File: src/pmcs_pkg.sv
/*
  Package for the port MAC configuration and status block: register
  indices, field widths, reset values, timing constants and carrier types.
  Assumes a register access port that presents the register index directly.
*/
package pmcs_pkg;

  localparam int unsigned PMCS_ADDR_W = 8;
  localparam int unsigned PMCS_DATA_W = 32;

  // Register indices as the host addresses them.
  localparam logic [7:0] PMCS_IDX_RX_LEN_ERR_CNT = 8'ha6;
  localparam logic [7:0] PMCS_IDX_RX_GAP_ERR_CNT = 8'hae;
  localparam logic [7:0] PMCS_IDX_TX_GAP = 8'hb0;
  localparam logic [7:0] PMCS_IDX_LOOPBACK = 8'hb3;
  localparam logic [7:0] PMCS_IDX_RX_CRC = 8'hb4;
  localparam logic [7:0] PMCS_IDX_RX_GAP = 8'hb5;
  localparam logic [7:0] PMCS_IDX_RX_MAX_LEN = 8'hb6;
  localparam logic [7:0] PMCS_IDX_RX_MIN_LEN = 8'hb7;
  localparam logic [7:0] PMCS_IDX_LO_FRAMES = 8'hb8;
  localparam logic [7:0] PMCS_IDX_HI_FRAMES = 8'hb9;
  localparam logic [7:0] PMCS_IDX_LO_FILL = 8'hba;
  localparam logic [7:0] PMCS_IDX_HI_FILL = 8'hbb;
  localparam logic [7:0] PMCS_IDX_FWD_FILL = 8'hbc;

  // Reset values of the writable fields.
  localparam logic [7:0] PMCS_RST_TX_GAP = 8'h0b;
  localparam logic PMCS_RST_LOOPBACK = 1'b0;
  localparam logic PMCS_RST_CRC_EN = 1'b1;
  localparam logic [5:0] PMCS_RST_RX_GAP = 6'h0a;
  localparam logic [15:0] PMCS_RST_MAX_LEN = 16'h0618;
  localparam logic [15:0] PMCS_RST_MIN_LEN = 16'h0040;

  // Timing: one MII nibble per clock, so eight bit times take two clocks.
  localparam int unsigned PMCS_BITS_PER_NIBBLE = 4;
  localparam int unsigned PMCS_GAP_UNIT_BITS = 8;
  localparam int unsigned PMCS_CYC_PER_GAP_UNIT = PMCS_GAP_UNIT_BITS / PMCS_BITS_PER_NIBBLE;

  // Frame markers and check values.
  localparam logic [3:0] PMCS_SFD_NIBBLE = 4'hd;
  localparam logic [31:0] PMCS_CRC_INIT = 32'hffffffff;
  localparam logic [31:0] PMCS_CRC_POLY = 32'hedb88320;
  localparam logic [31:0] PMCS_CRC_RESIDUE = 32'hdebb20e3;

  typedef struct packed {
    logic [8:0] low_frames;
    logic [8:0] high_frames;
    logic [13:0] low_halfwords;
    logic [13:0] high_halfwords;
    logic [13:0] fwd_halfwords;
  } pmcs_queue_stat_t;

  typedef struct packed {
    logic en;
    logic [3:0] data;
  } pmcs_mii_t;

  typedef enum logic [1:0] {
    PMCS_TX_IDLE = 2'b00,
    PMCS_TX_SEND = 2'b01,
    PMCS_TX_GAP = 2'b10
  } pmcs_tx_state_t;

endpackage

File: src/pmcs_port_mac.sv
/*
  Configuration and status logic of one switch port MAC: transmit gap
  pacing, MII loopback, receive gap, length and CRC checks with gap and length
  error counters, and the queue status registers.
  Assumes the host register port, the transmit source and the queue status
  run on clk; the MII receive pins come from the PHY and are synchronised.
*/
// Functional notes
// - Transmit gap is (gap value plus one) times eight bit times; resets to eleven.
// - Loopback bit set loops MII traffic back; cleared by default for normal operation.
// - Receive CRC is checked only while the enable bit is set; resets to one.
// - Received gaps must exceed the six-bit gap value times eight bit times.
// - A too-short received gap drops the frame and raises the gap error flag.
// - Sixteen-bit maximum receive frame length in bytes, resetting to 1560.
// - Sixteen-bit minimum receive frame length in bytes, resetting to 64.
// - Read-only nine-bit count of frames in the low priority queue.
// - Read-only nine-bit count of frames in the high priority queue.
// - Read-only fourteen-bit half word fill of the low priority queue.
// - Read-only fourteen-bit half word fill of the high priority queue.
// - Read-only fourteen-bit half word fill of the forwarding transmit queue.
// - Thirty-two-bit counter of received frames failing the gap check.
// - Thirty-two-bit counter of received frames that pass the gap check but are too long or too short.
module pmcs_port_mac
  import pmcs_pkg::*;
(
  input wire logic clk,
  input wire logic rst,
  input wire logic [PMCS_ADDR_W-1:0] reg_addr,
  input wire logic reg_wr,
  input wire logic reg_rd,
  input wire logic [PMCS_DATA_W-1:0] reg_wdata,
  output logic [PMCS_DATA_W-1:0] reg_rdata_q,
  input wire logic tx_valid,
  input wire logic [3:0] tx_nibble,
  output logic tx_ready_q,
  output logic mii_tx_en_q,
  output logic [3:0] mii_txd_q,
  input wire logic mii_rx_dv,
  input wire logic [3:0] mii_rxd,
  output logic rx_frame_good_q,
  output logic rx_frame_bad_q,
  output logic rx_gap_error_flag_q,
  input wire pmcs_queue_stat_t queue_stat,
  output logic rx_frame_available_q
);

  function automatic logic [31:0] crc_nibble(input logic [31:0] crc, input logic [3:0] d);
    logic [31:0] c;
    c = crc;
    for (int i = 0; i < 4; i++) begin
      c = (c[0] ^ d[i]) ? ((c >> 1) ^ PMCS_CRC_POLY) : (c >> 1);
    end
    return c;
  endfunction

  logic [7:0] tx_gap_value_q;
  logic mii_loop_enable_q;
  logic rx_crc_check_enable_q;
  logic [5:0] rx_gap_min_value_q;
  logic [15:0] rx_length_ceiling_q;
  logic [15:0] rx_length_floor_q;
  logic [31:0] rx_gap_error_counter_q;
  logic [31:0] rx_length_error_counter_q;
  pmcs_queue_stat_t stat_q;

  // Configuration writes; only the field bits are stored.
  // limits stored, reserved dropped
  always_ff @(posedge clk or posedge rst) begin
    if (rst) begin
      tx_gap_value_q <= PMCS_RST_TX_GAP;
      mii_loop_enable_q <= PMCS_RST_LOOPBACK;
      rx_crc_check_enable_q <= PMCS_RST_CRC_EN;
      rx_gap_min_value_q <= PMCS_RST_RX_GAP;
      rx_length_ceiling_q <= PMCS_RST_MAX_LEN;
      rx_length_floor_q <= PMCS_RST_MIN_LEN;
    end else if (reg_wr) begin
      unique case (reg_addr)
        PMCS_IDX_TX_GAP: tx_gap_value_q <= reg_wdata[7:0];
        PMCS_IDX_LOOPBACK: mii_loop_enable_q <= reg_wdata[0];
        PMCS_IDX_RX_CRC: rx_crc_check_enable_q <= reg_wdata[0];
        PMCS_IDX_RX_GAP: rx_gap_min_value_q <= reg_wdata[5:0];
        PMCS_IDX_RX_MAX_LEN: rx_length_ceiling_q <= reg_wdata[15:0];
        PMCS_IDX_RX_MIN_LEN: rx_length_floor_q <= reg_wdata[15:0];
        default: ;
      endcase
    end
  end

  // Status is sampled every clock so a host read sees a coherent snapshot per register.
  // queue status capture
  always_ff @(posedge clk or posedge rst) begin
    if (rst) begin
      stat_q <= '0;
      rx_frame_available_q <= 1'b0;
    end else begin
      stat_q <= queue_stat;
      rx_frame_available_q <= (queue_stat.low_frames != 9'h000)
        || (queue_stat.high_frames != 9'h000);
    end
  end

  // Read data is returned on the clock after the read strobe.
  // register read map: configuration fields and read-only status
  always_ff @(posedge clk or posedge rst) begin
    if (rst) begin
      reg_rdata_q <= '0;
    end else if (reg_rd) begin
      unique case (reg_addr)
        PMCS_IDX_RX_LEN_ERR_CNT: reg_rdata_q <= rx_length_error_counter_q;
        PMCS_IDX_RX_GAP_ERR_CNT: reg_rdata_q <= rx_gap_error_counter_q;
        PMCS_IDX_TX_GAP: reg_rdata_q <= {24'h000000, tx_gap_value_q};
        PMCS_IDX_LOOPBACK: reg_rdata_q <= {31'h00000000, mii_loop_enable_q};
        PMCS_IDX_RX_CRC: reg_rdata_q <= {31'h00000000, rx_crc_check_enable_q};
        PMCS_IDX_RX_GAP: reg_rdata_q <= {26'h0000000, rx_gap_min_value_q};
        PMCS_IDX_RX_MAX_LEN: reg_rdata_q <= {16'h0000, rx_length_ceiling_q};
        PMCS_IDX_RX_MIN_LEN: reg_rdata_q <= {16'h0000, rx_length_floor_q};
        PMCS_IDX_LO_FRAMES: reg_rdata_q <= {23'h000000, stat_q.low_frames};
        PMCS_IDX_HI_FRAMES: reg_rdata_q <= {23'h000000, stat_q.high_frames};
        PMCS_IDX_LO_FILL: reg_rdata_q <= {18'h00000, stat_q.low_halfwords};
        PMCS_IDX_HI_FILL: reg_rdata_q <= {18'h00000, stat_q.high_halfwords};
        PMCS_IDX_FWD_FILL: reg_rdata_q <= {18'h00000, stat_q.fwd_halfwords};
        default: reg_rdata_q <= '0;
      endcase
    end
  end

  // Transmit pacing. The source must hold tx_valid without gaps for a frame,
  // as MII cannot pause mid-frame; dropping tx_valid ends the frame.
  pmcs_tx_state_t tx_state_q;
  logic [8:0] tx_gap_cnt_q;

  always_ff @(posedge clk or posedge rst) begin
    if (rst) begin
      tx_state_q <= PMCS_TX_IDLE;
      tx_gap_cnt_q <= '0;
      tx_ready_q <= 1'b1;
      mii_tx_en_q <= 1'b0;
      mii_txd_q <= 4'h0;
    end else begin
      unique case (tx_state_q)
        PMCS_TX_IDLE: begin
          mii_tx_en_q <= tx_valid;
          mii_txd_q <= tx_valid ? tx_nibble : 4'h0;
          if (tx_valid) begin
            tx_state_q <= PMCS_TX_SEND;
          end
        end
        PMCS_TX_SEND: begin
          mii_tx_en_q <= tx_valid;
          mii_txd_q <= tx_valid ? tx_nibble : 4'h0;
          if (!tx_valid) begin
            // The gap is (value+1)*2 clocks; two of them pass in the hand-off.
            tx_gap_cnt_q <= {tx_gap_value_q, 1'b0};
            tx_ready_q <= 1'b0;
            tx_state_q <= PMCS_TX_GAP;
          end
        end
        PMCS_TX_GAP: begin
          if (tx_gap_cnt_q == 9'h000) begin
            tx_ready_q <= 1'b1;
            tx_state_q <= PMCS_TX_IDLE;
          end else begin
            tx_gap_cnt_q <= tx_gap_cnt_q - 9'h001;
          end
        end
        default: begin
          tx_state_q <= PMCS_TX_IDLE;
          tx_ready_q <= 1'b1;
          mii_tx_en_q <= 1'b0;
        end
      endcase
    end
  end

  // The PHY's receive pins are asynchronous to clk.
  pmcs_mii_t rx_s1_q;
  pmcs_mii_t rx_s2_q;
  pmcs_mii_t rx_src;

  always_ff @(posedge clk or posedge rst) begin
    if (rst) begin
      rx_s1_q <= '0;
      rx_s2_q <= '0;
    end else begin
      rx_s1_q <= '{en: mii_rx_dv, data: mii_rxd};
      rx_s2_q <= rx_s1_q;
    end
  end

  always_comb begin
    rx_src = mii_loop_enable_q ? pmcs_mii_t'{en: mii_tx_en_q, data: mii_txd_q} : rx_s2_q;
  end

  logic rx_active_q;
  logic [7:0] rx_idle_q;
  logic rx_gap_short_q;
  logic rx_sfd_q;
  logic [17:0] rx_nib_q;
  logic [31:0] rx_crc_q;
  logic rx_end;
  logic [16:0] rx_bytes;
  logic rx_len_err;
  logic rx_crc_err;
  logic [7:0] rx_gap_limit;

  always_comb begin
    rx_end = rx_active_q && !rx_src.en;
    rx_bytes = rx_nib_q[17:1];
    rx_gap_limit = {1'b0, rx_gap_min_value_q, 1'b0};
  end

  always_comb begin
    rx_len_err = (rx_bytes > {1'b0, rx_length_ceiling_q})
      || (rx_bytes < {1'b0, rx_length_floor_q});
  end

  always_comb begin
    rx_crc_err = rx_crc_check_enable_q && (rx_crc_q != PMCS_CRC_RESIDUE);
  end

  // Idle time is counted from reset saturated so the first frame never fails the gap check.
  // receive gap measure
  always_ff @(posedge clk or posedge rst) begin
    if (rst) begin
      rx_active_q <= 1'b0;
      rx_idle_q <= 8'hff;
      rx_gap_short_q <= 1'b0;
    end else begin
      rx_active_q <= rx_src.en;
      if (rx_src.en) begin
        rx_idle_q <= 8'h00;
      end else if (rx_idle_q != 8'hff) begin
        rx_idle_q <= rx_idle_q + 8'h01;
      end
      if (rx_src.en && !rx_active_q) begin
        rx_gap_short_q <= (rx_idle_q <= rx_gap_limit);
      end
    end
  end

  // Preamble nibbles are skipped; length and CRC cover the bytes after the SFD.
  always_ff @(posedge clk or posedge rst) begin
    if (rst) begin
      rx_sfd_q <= 1'b0;
      rx_nib_q <= '0;
      rx_crc_q <= PMCS_CRC_INIT;
    end else if (rx_src.en) begin
      if (!rx_sfd_q) begin
        rx_sfd_q <= (rx_src.data == PMCS_SFD_NIBBLE);
      end else begin
        rx_crc_q <= crc_nibble(rx_crc_q, rx_src.data);
        if (rx_nib_q != 18'h3ffff) begin
          rx_nib_q <= rx_nib_q + 18'h00001;
        end
      end
    end else if (!rx_active_q) begin
      rx_sfd_q <= 1'b0;
      rx_nib_q <= '0;
      rx_crc_q <= PMCS_CRC_INIT;
    end
  end

  // Verdict at frame end: gap drop takes priority over length, then CRC.
  // gap drop verdict
  always_ff @(posedge clk or posedge rst) begin
    if (rst) begin
      rx_frame_good_q <= 1'b0;
      rx_frame_bad_q <= 1'b0;
      rx_gap_error_flag_q <= 1'b0;
    end else begin
      rx_gap_error_flag_q <= rx_end && rx_gap_short_q;
      rx_frame_bad_q <= rx_end && (rx_gap_short_q || rx_len_err || rx_crc_err);
      rx_frame_good_q <= rx_end && !rx_gap_short_q && !rx_len_err && !rx_crc_err;
    end
  end

  // Counters wrap; they are not cleared on read.
  // gap error count
  always_ff @(posedge clk or posedge rst) begin
    if (rst) begin
      rx_gap_error_counter_q <= '0;
    end else if (rx_end && rx_gap_short_q) begin
      rx_gap_error_counter_q <= rx_gap_error_counter_q + 32'h00000001;
    end
  end

  always_ff @(posedge clk or posedge rst) begin
    if (rst) begin
      rx_length_error_counter_q <= '0;
    end else if (rx_end && !rx_gap_short_q && rx_len_err) begin
      rx_length_error_counter_q <= rx_length_error_counter_q + 32'h00000001;
    end
  end

  logic [9:0] tx_low_q;
  logic [9:0] tx_gap_need_q;

  // The need is latched while sending, as a gap write during a gap only affects the next one.
  always_ff @(posedge clk or posedge rst) begin
    if (rst) begin
      tx_low_q <= 10'h3ff;
      tx_gap_need_q <= 10'h000;
    end else if (mii_tx_en_q) begin
      tx_low_q <= 10'h000;
      tx_gap_need_q <= ({2'b00, tx_gap_value_q} + 10'h001) << 1;
    end else if (tx_low_q != 10'h3ff) begin
      tx_low_q <= tx_low_q + 10'h001;
    end
  end
endmodule // pmcs_port_mac

File: config.mk
export PLATFORM = sky130hd
export DESIGN_NAME = pmcs_port_mac
export DESIGN_NICKNAME = d
export VERILOG_FILES = /design/src/pmcs_pkg.sv /design/src/pmcs_port_mac.sv
export SDC_FILE = /design/constraint.sdc
export NUM_CORES = 1
export LEC_CHECK = 0
export BUFFER_PORTS_ARGS = -buffer_cell sky130_fd_sc_hd__buf_2
export CORE_ASPECT_RATIO = 2
export CORE_UTILIZATION = 53
export DETAILED_ROUTE_END_ITERATION = 8
export GPL_ROUTABILITY_DRIVEN = 0
export GPL_TIMING_DRIVEN = 0
export MAX_ROUTING_LAYER = met4
export PLACE_DENSITY_LB_ADDON = 0.12
export RECOVER_POWER = 25
export SLEW_MARGIN = 20
export SYNTH_ARGS = -nofsm -noshare
export SYNTH_HDL_FRONTEND = slang
export SYNTH_SLANG_ARGS = --single-unit
File: constraint.sdc
create_clock -name clk -period 8.6 [get_ports clk]
set_input_delay 0.86 -clock clk [delete_from_list [all_inputs] [get_ports clk]]
set_output_delay 0.86 -clock clk [all_outputs]
set_load 0.01 [all_outputs]
* After elaboration in Yosys (flattened, before gate mapping)
Cells that the tools add are included.
Storage, ports and cells: output and inout bits 42, logic and storage cells 142, bits of input ports 114, register bits 296
Operators by class: multiplexer cells 30, $add $sub $neg 5, bitwise logic cells 9, order comparisons 3, equal/unequal tests 26, reduce and logical (&&, ||, !) cells 36
Operator list (number):
- 32-bit case mux with 13 select lines | 1
- 32-bit two-way mux | 7
- 8-bit equality test (second input constant) | 13
- 18-bit two-way mux | 4
- 32-bit by 1-bit adder with 32-bit output (second input constant) | 2
- 13-bit NOT with 14-bit output | 4
- 32-bit inequality test (second input constant) | 1
- 18-bit by 1-bit adder with 18-bit output (second input constant) | 1
- 9-bit two-way mux | 2
- 18-bit inequality test (second input constant) | 1
- 9-bit case mux with 2 select lines | 1
- 9-bit nonzero test | 2
- 17-bit by 16-bit > comparator with 1-bit output | 1
- 17-bit by 16-bit less-than comparator with 1-bit output | 1
- 8-bit two-way mux | 2
- 2-bit AND reduction | 7
- 3-bit AND reduction | 4
- 2-bit inequality test (second input constant) | 5
- 1-bit logical AND | 9
- 9-bit logical NOT | 1
- 9-bit by 1-bit subtractor with 9-bit output (second input constant) | 1
- 8-bit by 1-bit adder with 8-bit output (second input constant) | 1
- 8-bit by 7-bit less-or-equal comparator with 1-bit output | 1
- 8-bit inequality test (second input constant) | 1
- 18 further kinds | 36

* Depth between registers and ports, before layout
depth in word-level cells 11, mapped depth 10, depth with buffers taken out 9

* Worst setup path before layout
No wires, ideal clock.
path kind input to register, from in reg_addr[3], to reg rx_length_ceiling_q[0], data required time 8.475 ns, setup slack 6.001 ns, buffers on the path 2, data arrival time 2.475 ns, stages on the path 7, setup time 0.125 ns, cells stage by stage clkbuf_1 > nand2b_1 > nor2_1 > and2_0 > nand2_1 > clkbuf_1 > mux2_2
On the way: cells in the longest elaborated chain, start to end 2
RTL lines:
- start: declaration | RTL line pmcs_port_mac.sv:28 | input wire logic [PMCS_ADDR_W-1:0] reg_addr,
- 8-bit equality test | RTL line pmcs_port_mac.sv:77 | unique case (reg_addr)
- 2-bit AND reduction (no line)
- end signal: assignment | RTL line pmcs_port_mac.sv:82 | PMCS_IDX_RX_MAX_LEN: rx_length_ceiling_q <= reg_wdata[15:0];
- end: declaration | RTL line pmcs_port_mac.sv:60 | logic [15:0] rx_length_ceiling_q;
No other way between the ends. A chain may end at the register's enable or synchronous reset.

* Worst setup path after layout
from in reg_addr[6], to reg reg_rdata_q[2]
On the way: cells in the longest elaborated chain, start to end 2, elaborated cells on any way between the ends 14, those cells by class eq/ne: 13; mux: 1
RTL lines:
- 8-bit equality test | RTL line pmcs_port_mac.sv:108 | unique case (reg_addr)
- 32-bit case mux with 13 select lines * | RTL line pmcs_port_mac.sv:108
- end signal: assignment | RTL line pmcs_port_mac.sv:109 | PMCS_IDX_RX_LEN_ERR_CNT: reg_rdata_q <= rx_length_error_counter_q;
- end signal: assignment | RTL line pmcs_port_mac.sv:110 | PMCS_IDX_RX_GAP_ERR_CNT: reg_rdata_q <= rx_gap_error_counter_q;
- end signal: assignment | RTL line pmcs_port_mac.sv:111 | PMCS_IDX_TX_GAP: reg_rdata_q <= {24'h000000, tx_gap_value_q};
- end: declaration | RTL line pmcs_port_mac.sv:32 | output logic [PMCS_DATA_W-1:0] reg_rdata_q,
Mark *: on every way between the ends. The rest lies on a longest branch, timed or not.

==> impl_results.md <==
- Final wirelength: 36400 µm
- Hold Path Depth: 0
- Pwr per Cell Area: between 200 and 250 nW/µm²
- #FFs+latches synth: 296
- Vias in the first global route: 10800
- Die Wd: 117 µm
- FF-to-FF End: rx_length_error_counter_q[21]
- VDD IR max: 0.182 mV
- Rows: 83
- Hold endpoint: rx_s2_q[4]
- Pins Over Slew Limit: 99
- Core Util, Final: 0.623
- Final hold slack: 0.351 ns
- Clk_lat worst skew: 0.56 ns
- R2R Setup Slk: 5.53 ns
- Die Area: 27100 µm²
- Hold WC Path Type: flop to flop
- Relative slew slack: -0.263
- Yosys warning total: 0
- Setup violations, final: 0
- Initial core utilization: 0.542
- Core area: 25900 µm²
- R2R Path Start: rx_nib_q[15]
- PortBufs: 136
- Cell variety after synth: 69
- Design Area, Final: 16100 µm²
- Post-synthesis cell count: approximately 1300
- Share of post-route cells with drive strength above 1: 0.204
- CTS max path bufs: 3
- RSZ-0062 raised after global routing: false
- Number of H-tree levels: 1
- Setup crit end kind: flop
- CTS tree: done
- I/O pin count: 156
- Placed inst area: 15300 µm²
- Synth Cell Area: 14000 µm²
- Max Clock Freq: between 300 and 400 MHz
- Worst Path Required: around 9 ns
- Net Count, Synth: 1426
- Residual DRC count: 0
- Crit path arrival time: between 3 and 4 ns
- Yosys top cell area share: 0.436
- Root Driver: clkbuf_16
- Part of the cycle the worst path needs: 0.367
- Initial antenna violation count: 2
- Startpoint class of the critical path: primary input
- Die height: 232 µm
- Max-cap violations: 3
- Failing checks: capacitance limit, slew limit
- Hpwl dp: ~28000 µm
- GRT Overall Usage: 0.292
- Antenna violation net count after detailed routing: 0
- CTS clock-pin slew for the worst setup and hold paths: 0.06 ns
- Congestion Overflow GR: 0
- Reg2reg path depth: 9
- Wirelength per Cell: between 20 and 25 µm
- Post-synth top cells: dfrtp_1 (244), nor2_1 (120), nand2_1 (77)
- LEAKAGE: ~7.4 nW
- Count leader, synth: dfrtp_1
- Post_cts resized: 0
- WS Path Type: primary input to flop
- DR vias/cell: 5.79
- Worst Min Path Start: rx_s1_q[4]
- Final Skew: just under 0.02 ns
- Largest net degree at the start of global routing: 36
- Worst-Margin Slew: 1.89 ns
- Setup TNS: 0 ns
- Crit path time final: roughly 3.2 ns
- Hold Vio Cnt, Final: 0
- Predominant post-synthesis flop cell: dfrtp_1
- Synth top area cells: dfrtp_1 (44%), dfstp_2 (9.8%), xor2_1 (4.1%)
- # Post-CTS Setup Buffers: 0
- Post-synth EDFFs: 0
- Post-synthesis average cell area: 11.0 µm²
- Status: complete, but fails checks
- Area grow syn2layout: 15.0%
- Cts hold-fix bufs: 0
- Leading area contributor after synthesis: dfrtp_1
- Seq/Total Area, Yosys: 0.533
- First-pass GRT wire length: ~58000 µm
- DRT iter0 DRCs: 730
- Clock sink count: 296
- Vias: roughly 10000
- DR pass1 iterations: 5
- CTS buffer count: 27
- Crit-path max FO: 10
- Layout Nets: 1600
- FFs w/ async S/R, synth: 1.00
## per-layer routing
metal	GRT usage	routed length, µm	up-vias
met5	-	0	-
met4	0.170	2350	0
met3	0.0300	1450	107
met2	0.523	19900	318
met1	0.303	12800	5151
li1	-	-	4866
## worst max path at each step
stage / from / endpoint / slack, ns
after floorplan: rst / mii_loop_enable_q / 3.85
after global routing: rst / stat_q[34] / 5.00
after CTS: reg_addr[6] / reg_rdata_q[2] / 5.51
final: reg_addr[6] / reg_rdata_q[2] / 5.45
after detailed placement: reg_addr[6] / reg_rdata_q[2] / 4.93
after global placement: rst / stat_q[3] / 2.16
## placed cells by master, fill, tap and decap left out, types with 26 or more instances in the layout
master	instances
nand3_1	44
and3_1	26
xor2_1	65
a22o_1	26
clkbuf_1	61
o21ai_0	39
nand4_1	29
dfrtp_1	244
dfstp_2	52
nand2_1	77
nor2_1	120
inv_1	52
xnor2_1	47
buf_2	128
a21oi_1	62
clkbuf_16	27
ha_1	42
mux2i_1	46
mux2_2	50
## critical path, stage by stage
cell and delay, ns:
buf_2 0.10, nand4b_1 0.48, nor3b_1 0.84, clkbuf_1 0.48, a22oi_1 0.14, a21oi_1 0.37
a22oi_1 0.14, a31oi_1 0.21
## sequential cells by signal (all words and copies together), names as in the netlist, 9 cells and up
signal and count:
tx_gap_cnt_q 9, rx_length_error_counter_q 32, rx_crc_q 32, rx_length_ceiling_q 16, reg_rdata_q 32, rx_gap_error_counter_q 32
stat_q 60, rx_nib_q 18, rx_length_floor_q 16
## logic make-up after synthesis
kind of cell | after synthesis | synth area share
compound gates | 217 | 0.103
xor+xnor | 119 | 0.0790
fa+ha+maj | 42 | 0.0375
buf+inv | 108 | 0.0305
flops | 296 | 0.533
mux | 97 | 0.0747
simple gates | 391 | 0.142
## area by class of cell
| cell class | instances | area [µm²] |
|---|---|---|
| diodes | 2 | 5.00 |
| plain buffers | 54 | 224 |
| clock buffers | 40 | 774 |
| clock inverters | 8 | 92.6 |
| fillers | 2103 | 9740 |
| inverters | 54 | 204 |
| multi-input cells | 866 | 6110 |
| flip-flops and latches | 296 | 7470 |
| well taps | 340 | 425 |
| repair buffers | 145 | 807 |
## through the flow
stage / power [mW] / instances / setup WS [ns]
floorplan: 1.98 / 1270 / 3.85
global placement: 2.15 / 1746 / 2.16
detailed placement: 2.17 / 1755 / 4.93
CTS: 3.38 / 1803 / 5.51
global route: 3.49 / 1805 / 5.00
finish: 3.34 / 1805 / 5.45
## report_power, final
group / switching [mW] / leakage, nW / internal, mW
sequential: 0.112 / 3.71 / 1.53
clock: 0.515 / 0.428 / 0.681
combinational: 0.305 / 3.23 / 0.205
total: 0.932 / 7.37 / 2.41
No activity file was read; power rests on OpenSTA's default activity.
